===== src/rtl/apl_pkg.sv =====
package apl_pkg;

    // ==========================================
    // widths and field positions
    localparam int POS_W = 32;
    localparam int TURN_W = 16;
    localparam int PULSE_W = 24;
    localparam int AXIS_TYPE_BIT = 0;
    localparam int MAX_PRODUCT_W = 64;

    // ==========================================
    // reset values
    localparam logic [POS_W-1:0] POS_RESET = 32'h0000_0000;
    localparam logic [TURN_W-1:0] TURN_RESET = 16'h0000;
    localparam logic [PULSE_W-1:0] PULSE_RESET = 24'h00_0000;

    // ==========================================
    // axis handling modes
    typedef enum logic [1:0] {
        APL_AXIS_FINITE = 2'b00,
        APL_AXIS_SIMPLE_INF = 2'b01,
        APL_AXIS_PLAIN_INF = 2'b10
    } apl_axis_e;

    typedef enum logic [2:0] {
        APL_IDLE = 3'b000,
        APL_REQ = 3'b001,
        APL_WAIT = 3'b010,
        APL_CALC = 3'b011,
        APL_DONE = 3'b100
    } apl_state_e;

    // absolute data answer from the drive
    typedef struct packed {
        logic [TURN_W-1:0] multi_turn;
        logic [PULSE_W-1:0] initial_pulse_offset;
    } apl_abs_data_s;

    // per-axis configuration
    typedef struct packed {
        logic [15:0] fixed_param1;
        logic simple_inf_en;
        logic [POS_W-1:0] pulses_per_rev;
        logic [15:0] gear_num;
        logic [15:0] gear_den;
        logic [POS_W-1:0] home_offset_param;
        logic [POS_W-1:0] wrap_len;
    } apl_cfg_s;

endpackage : apl_pkg


===== src/rtl/apl_divider.sv =====
// ==========================================
// sequential restoring divider, unsigned, one quotient bit per clock
module apl_divider #(
    parameter int W = 64
) (
    input wire logic clock_i,
    input wire logic rst_i,
    input wire logic start_i,
    input wire logic [W-1:0] dividend_i,
    input wire logic [W-1:0] divisor_i,
    output logic busy_o,
    output logic done_o,
    output logic [W-1:0] quotient_o,
    output logic [W-1:0] remainder_o
);
    if (W < 2) begin : g_width_check
        $error("apl_divider: width too small");
    end

    logic [W-1:0] quot;
    logic [W-1:0] rem;
    logic [W-1:0] dvs;
    logic [$clog2(W+1)-1:0] cnt;
    logic busy;
    logic done;
    logic [W-1:0] next_quot;
    logic [W-1:0] next_rem;
    logic [W-1:0] next_dvs;
    logic [$clog2(W+1)-1:0] next_cnt;
    logic next_busy;
    logic next_done;

    always_comb begin
        logic [W:0] trial;
        trial = '0;
        next_quot = quot;
        next_rem = rem;
        next_dvs = dvs;
        next_cnt = cnt;
        next_busy = busy;
        next_done = 1'b0;
        if (start_i && !busy) begin
            next_quot = dividend_i;
            next_rem = '0;
            next_dvs = divisor_i;
            next_cnt = ($clog2(W+1))'(W);
            next_busy = 1'b1;
        end else if (busy) begin
            trial = {rem, quot[W-1]} - {1'b0, dvs};
            if (!trial[W]) begin
                next_rem = trial[W-1:0];
                next_quot = {quot[W-2:0], 1'b1};
            end else begin
                next_rem = {rem[W-2:0], quot[W-1]};
                next_quot = {quot[W-2:0], 1'b0};
            end
            next_cnt = cnt - 1'b1;
            if (cnt == 1) begin
                next_busy = 1'b0;
                next_done = 1'b1;
            end
        end
    end

    always_ff @(posedge clock_i or posedge rst_i) begin
        if (rst_i) begin
            quot <= '0;
            rem <= '0;
            dvs <= '0;
            cnt <= '0;
            busy <= 1'b0;
            done <= 1'b0;
        end else begin
            quot <= next_quot;
            rem <= next_rem;
            dvs <= next_dvs;
            cnt <= next_cnt;
            busy <= next_busy;
            done <= next_done;
        end
    end

    assign busy_o = busy;
    assign done_o = done;
    assign quotient_o = quot;
    assign remainder_o = rem;
endmodule : apl_divider


===== src/rtl/apl_absolute_position_loader.sv =====
module apl_absolute_position_loader #(
    parameter int POS_W = apl_pkg::POS_W,
    parameter int TURN_W = apl_pkg::TURN_W,
    parameter int PULSE_W = apl_pkg::PULSE_W
) (
    input wire logic clock_i,
    input wire logic rst_i,
    input wire logic link_up_i,
    input wire logic abs_data_valid_i,
    input wire apl_pkg::apl_abs_data_s abs_data_i,
    input wire apl_pkg::apl_cfg_s cfg_i,
    input wire logic home_return_cmd_i,
    output logic abs_data_req_o,
    output logic [POS_W-1:0] machine_pos_o,
    output logic coord_valid_o,
    output logic auto_run_ok_o,
    output apl_pkg::apl_axis_e axis_mode_o,
    output logic busy_o
);
    if (POS_W != apl_pkg::POS_W || TURN_W != apl_pkg::TURN_W || PULSE_W != apl_pkg::PULSE_W) begin : g_width_check
        $error("apl_absolute_position_loader: widths must match the package structs");
    end

    localparam int PW = apl_pkg::MAX_PRODUCT_W;

    // ==========================================
    // link input synchroniser
    logic link_meta;
    logic link_sync;

    always_ff @(posedge clock_i or posedge rst_i) begin
        if (rst_i) begin
            link_meta <= 1'b0;
            link_sync <= 1'b0;
        end else begin
            link_meta <= link_up_i;
            link_sync <= link_meta;
        end
    end

    // ==========================================
    // sequencer
    apl_pkg::apl_state_e state;
    apl_pkg::apl_state_e next_state;
    apl_pkg::apl_abs_data_s held;
    apl_pkg::apl_abs_data_s next_held;
    logic got_early;
    logic next_got_early;
    logic req;
    logic next_req;
    logic [1:0] step;
    logic [1:0] next_step;
    logic [PW-1:0] acc;
    logic [PW-1:0] next_acc;
    logic [POS_W-1:0] pos;
    logic [POS_W-1:0] next_pos;
    logic valid;
    logic next_valid;
    logic auto_ok;
    logic next_auto_ok;
    apl_pkg::apl_axis_e mode;
    apl_pkg::apl_axis_e next_mode;
    // sign of the ungeared position, kept while the magnitude is divided
    logic neg;
    logic next_neg;
    logic busy;
    logic next_busy;
    logic div_start;
    logic div_done;
    logic [PW-1:0] div_q;
    logic [PW-1:0] div_r;
    logic [PW-1:0] div_a;
    logic [PW-1:0] div_b;

    apl_divider #(.W(PW)) u_div (
        .clock_i(clock_i),
        .rst_i(rst_i),
        .start_i(div_start),
        .dividend_i(div_a),
        .divisor_i(div_b),
        .busy_o(),
        .done_o(div_done),
        .quotient_o(div_q),
        .remainder_o(div_r)
    );

    always_comb begin
        next_state = state;
        next_held = held;
        next_got_early = got_early;
        next_req = 1'b0;
        next_step = step;
        next_acc = acc;
        next_pos = pos;
        next_valid = valid;
        next_auto_ok = auto_ok;
        next_mode = mode;
        next_neg = neg;
        next_busy = 1'b0;
        div_start = 1'b0;
        div_a = acc;
        div_b = '0;
        if (abs_data_valid_i && state != apl_pkg::APL_CALC && state != apl_pkg::APL_DONE) begin
            next_held = abs_data_i;
            next_got_early = 1'b1;
        end
        unique case (state)
            apl_pkg::APL_IDLE: begin
                if (link_sync) begin
                    next_state = apl_pkg::APL_REQ;
                end
            end
            apl_pkg::APL_REQ: begin
                next_req = 1'b1;
                next_state = apl_pkg::APL_WAIT;
            end
            apl_pkg::APL_WAIT: begin
                if (got_early) begin
                    // axis type from fixed parameter 1 bit 0
                    if (!cfg_i.fixed_param1[apl_pkg::AXIS_TYPE_BIT]) begin
                        next_mode = apl_pkg::APL_AXIS_FINITE;
                    end else if (cfg_i.simple_inf_en) begin
                        next_mode = apl_pkg::APL_AXIS_SIMPLE_INF;
                    end else begin
                        next_mode = apl_pkg::APL_AXIS_PLAIN_INF;
                    end
                    // turns x pulses_per_rev + initial pulse offset, signed turns
                    next_acc = PW'($signed(held.multi_turn) * $signed({1'b0, cfg_i.pulses_per_rev}))
                        + PW'(held.initial_pulse_offset);
                    next_step = 2'd0;
                    next_state = apl_pkg::APL_CALC;
                end
            end
            apl_pkg::APL_CALC: begin
                unique case (step)
                    2'd0: begin
                        // electronic gear: multiply then divide by magnitude
                        next_neg = acc[PW-1];
                        next_acc = PW'((acc[PW-1] ? -acc : acc) * PW'(cfg_i.gear_num));
                        div_a = next_acc;
                        div_b = PW'(cfg_i.gear_den);
                        div_start = 1'b1;
                        next_step = 2'd1;
                    end
                    2'd1: begin
                        if (div_done) begin
                            next_pos = POS_W'(neg ? -div_q : div_q) + cfg_i.home_offset_param;
                            next_step = (mode == apl_pkg::APL_AXIS_FINITE) ? 2'd3 : 2'd2;
                        end
                    end
                    2'd2: begin
                        // infinite axis folds into one rotation span
                        div_a = PW'(next_pos);
                        div_b = PW'(cfg_i.wrap_len);
                        div_start = 1'b1;
                        next_step = 2'd3;
                        next_acc = '0;
                    end
                    2'd3: begin
                        if (mode == apl_pkg::APL_AXIS_FINITE) begin
                            next_valid = 1'b1;
                            next_state = apl_pkg::APL_DONE;
                        end else if (div_done) begin
                            next_pos = POS_W'(div_r);
                            next_valid = 1'b1;
                            next_state = apl_pkg::APL_DONE;
                        end
                    end
                endcase
            end
            apl_pkg::APL_DONE: begin
                next_auto_ok = 1'b1;
                if (!link_sync) begin
                    next_state = apl_pkg::APL_IDLE;
                    next_valid = 1'b0;
                    next_auto_ok = 1'b0;
                    next_got_early = 1'b0;
                end
            end
            default: next_state = apl_pkg::APL_IDLE;
        endcase
        if (home_return_cmd_i && state == apl_pkg::APL_DONE && link_sync) begin
            next_auto_ok = 1'b1;
        end
        next_busy = (next_state == apl_pkg::APL_CALC);
    end

    always_ff @(posedge clock_i or posedge rst_i) begin
        if (rst_i) begin
            state <= apl_pkg::APL_IDLE;
            held <= {apl_pkg::TURN_RESET, apl_pkg::PULSE_RESET};
            got_early <= 1'b0;
            req <= 1'b0;
            step <= 2'd0;
            acc <= '0;
            pos <= apl_pkg::POS_RESET;
            valid <= 1'b0;
            auto_ok <= 1'b0;
            mode <= apl_pkg::APL_AXIS_FINITE;
            neg <= 1'b0;
            busy <= 1'b0;
        end else begin
            state <= next_state;
            held <= next_held;
            got_early <= next_got_early;
            req <= next_req;
            step <= next_step;
            acc <= next_acc;
            pos <= next_pos;
            valid <= next_valid;
            auto_ok <= next_auto_ok;
            mode <= next_mode;
            neg <= next_neg;
            busy <= next_busy;
        end
    end

    assign abs_data_req_o = req;
    assign machine_pos_o = pos;
    assign coord_valid_o = valid;
    assign auto_run_ok_o = auto_ok;
    assign axis_mode_o = mode;
    assign busy_o = busy;
endmodule : apl_absolute_position_loader


===== config.mk =====
export PLATFORM = sky130hd
export DESIGN_NAME = apl_absolute_position_loader
export DESIGN_NICKNAME = d
export VERILOG_FILES = /design/src/rtl/apl_pkg.sv /design/src/rtl/apl_divider.sv /design/src/rtl/apl_absolute_position_loader.sv
export SDC_FILE = /design/constraint.sdc
export NUM_CORES = 2
export LEC_CHECK = 0
export ABC_AREA = 1
export BUFFER_PORTS_ARGS = -buffer_cell sky130_fd_sc_hd__buf_2
export CELL_PAD_IN_SITES_DETAIL_PLACEMENT = 2
export CELL_PAD_IN_SITES_GLOBAL_PLACEMENT = 2
export CORE_AREA = 2 2 338 507
export CTS_CLUSTER_SIZE = 30
export DETAILED_ROUTE_END_ITERATION = 7
export DIE_AREA = 0 0 340 509
export GPL_ROUTABILITY_DRIVEN = 0
export HOLD_SLACK_MARGIN = 0.06
export PLACE_DENSITY_LB_ADDON = 0.1
export SYNTH_ARGS = -nofsm -noshare
export SYNTH_HDL_FRONTEND = slang
export SYNTH_SLANG_ARGS = --single-unit

===== constraint.sdc =====
create_clock -name clock_i -period 14.3 [get_ports clock_i]
set_input_delay 2.86 -clock clock_i [delete_from_list [all_inputs] [get_ports clock_i]]
set_output_delay 2.86 -clock clock_i [all_outputs]
set_load 0.02 [all_outputs]

==> flow_metrics.py <==
metrics = {
    "run_status": {
        "status": "finished, final reports clean",
    },
    "route": {
        "wl_per_cell_um": 25.8,
        "vias_per_cell": 5.41,
        "postRouteAntennaNets": 0,
        "drt_iter0_drc": 2471,
        "firstDrtPassIters": 5,
        "wl_um": 280000,
        "vias": 58700,
        "drc": 0,
    },
    "synthesis": {
        "synth_seq_area_share_pct": 12.2,
        "avgSynthCellArea_um2": 7.63,
        "syn_nets": 10300,
        "synth_area_leaders": "fa_1 (37%), dfrtp_1 (12%), inv_1 (11%), nand2_1 (11%), ha_1 (6.3%)",
        "synth-edff-count": 0,
        "synthMostInstantiatedCell": "inv_1",
        "synth_top_area_share_pct": 36.6,
        "yosysUniqueCellTypes": 69,
        "synth_common_cells": "inv_1 (1959), nand2_1 (1947), fa_1 (1196)",
        "yosysWarnings": 0,
        "synth_ff_type": "dfrtp_1",
        "synth-seq-cells": 320,
        "syn-cell-area_um2": 65400,
        "synthArstFlopShare_pct": 100,
        "yosys.area.top_type": "fa_1",
        "synthCells": 8582,
    },
    "timing": {
        "final.period_utilization_pct": 78.3,
        "maxSlewHeadroom_pct": 21.3,
        "clock_skew_ns": 0.0506,
        "worst_hold_slack_ns": 0.366,
        "hold_viol_final": 0,
        "fin_tns_setup_ns": 0,
        "tightestPinTransition_ns": 1.17,
        "setup-violations-final": 0,
        "rsz0062_at_grt": "no",
        "timing.fmax_mhz": 89.3,
        "period_needed_ns": 11.20,
        "slew_viol_final": 0,
    },
    "floorplanning": {
        "start_util_pct": 38.8,
        "core_area_um2": 169000,
        "std_cell_rows": 185,
        "die_h_um": 509,
        "die_x_um": 340,
        "io_pins": 228,
        "die_area_um2": 173000,
    },
    "critical_path": {
        "timing.rr.start": "acc[1]",
        "startpoint": "cfg_i[95]",
        "setup.worst_path.start_class": "primary input",
        "critPathKind": "in -> reg",
        "r2r_cells": 41,
        "r2r_slack_ns": 3.82,
        "worstReg2RegEnd": "acc[61]",
        "cp.arrival_ns": 11.71,
        "endpoint_kind": "flip-flop",
        "path_max_fanout": 26,
        "worstPathRequired_ns": 14.81,
        "worstSetupEndpoint": "acc[43]",
    },
    "grt": {
        "grt_usage_pct": 32.9,
        "grt_max_degree": 95,
        "antenna_found_initial": 5,
        "grt_pass1_vias": 69800,
        "grt_first_pass_wirelength_um": 428000,
        "overflow": 0,
    },
    "clocking": {
        "cts_root_buffer": "clkbuf_16",
        "h-tree-depth": 2,
        "cts_tree": "built",
        "cts_buffer_depth": 3,
        "post_cts_buffers": 0,
        "cts.sinks": 320,
        "cts_buffers": 36,
        "cts.repair.resized": 0,
        "clk_latency_ns": 0.64,
        "cts.hold.buffers_added": 0,
        "path_clk_slew_ns": 0.06,
    },
    "final_layout": {
        "syn_to_final_growth_pct": 7.06,
        "drive_above_1_share_pct": 6.84,
        "nets": 10300,
    },
    "placed_design": {
        "dp_hpwl_um": 229000,
        "portBuffers": 211,
    },
    "flow_run": {
        "drv_cap": 0,
    },
    "hold_path": {
        "whs_path_depth": 0,
        "hold_class": "reg -> reg",
    },
}
## cell usage in the layout, fill, tap and decap left out, types with 34 or more instances in the layout
cell type  netlist  routed
buf_4            3      88
or2_2           78      78
mux2_2          39      39
fa_1          1196    1196
ha_1           329     326
o211ai_1        52      52
nor2_1         777     772
o21ai_0        334     333
clkbuf_16        0      36
a21oi_1        387     387
xnor2_1         45      44
nand3_1        227     226
nand2_1       1947    1947
a31oi_1         62      62
xor2_1         110     106
dfrtp_1        320     311
nor3_1          34      34
inv_1         1959    1956
buf_2           22     211
## worst min path at each step
stage	startpoint	to	slack, ns
global route	link_meta	link_sync	0.37
floorplan	link_meta	link_sync	0.33
CTS	link_meta	link_sync	0.38
detailed placement	link_meta	link_sync	0.36
global placement	link_meta	link_sync	0.34
finish	link_meta	link_sync	0.37
## flip-flops by register name, summed over array words and instances (netlist names), 2 cells and up
register / cells
acc: 64
u_div.quotient_o: 64
u_div.remainder_o: 64
held: 40
machine_pos_o: 32
u_div.dvs: 32
u_div.cnt: 7
state: 3
axis_mode_o: 2
step: 2
## critical path, stage by stage
cell and delay [ns]:
buf_2 0.39, clkinv_1 0.70, buf_4 0.51, nor2_1 0.18
fa_1 0.45, fa_1 0.48, fa_1 0.52, fa_1 0.43
fa_1 0.50, inv_1 0.05, fa_1 0.55, inv_1 0.06
ha_1 0.37, nand2_1 0.10, nand2_1 0.08, a31oi_1 0.57
o21ai_0 0.33, a21oi_1 0.26, o21ai_2 0.21, a21boi_0 0.82
o21ai_1 0.34, nand2_1 0.15, nand2_1 0.12, xor2_1 0.28
nand2_1 0.18, a31oi_1 0.18
## area by class of cell
type,count,area [um^2]
diodes,4,10.0
clock buffers,49,1030
clock inverters,17,308
fillers,19800,98700
inverters,1987,7470
multi-input cells,5930,48700
flip-flops and latches,320,8020
well taps,2244,2810
repair buffers,299,1720
## metrics by stage
| stage | cell area [um^2] | setup WS [ns] | instances | utilization (%) |
|---|---|---|---|---|
| floorplan | 65400 | 2.58 | 8582 | - |
| global placement | 68700 | 3.03 | 10800 | 40.7 |
| detailed placement | 68700 | 2.81 | 10800 | 40.7 |
| CTS | 70100 | 3.39 | 10800 | 41.5 |
| global route | 70100 | 2.96 | 10800 | 41.5 |
| finish | 70100 | 3.10 | 10900 | 41.5 |
## layer usage
metal  track usage (%)  vias to the layer above  wire, um  part of all wire, %
li1                  -                    25600         -                    -
met1              35.7                    31200    103000                   37
met2              62.5                     1207    150000                   54
met3              2.35                      643      7500                  2.7
met4              18.8                        0     19100                  6.8
met5                 0                        -         0                    0
## kinds of logic (layout without fill, tap and decap cells)
family                     after synthesis  in the layout  synth area share, %
muxes                                   39             39                0.671
DFF                                    320            320                 12.2
adders and majority gates             1525           1525                 42.9
other                                    0              4                    0
buffers and inverters                 2332           2352                 13.5
and+or+nand+nor                       3190           3190                 19.8
AOI/OAI and AO/OA                     1020           1020                 8.83
xor gates and xnor gates               156            156                 2.12
Power is not shown: default switching activity piles up to over one toggle a cycle in this logic, so the estimate is an artifact.
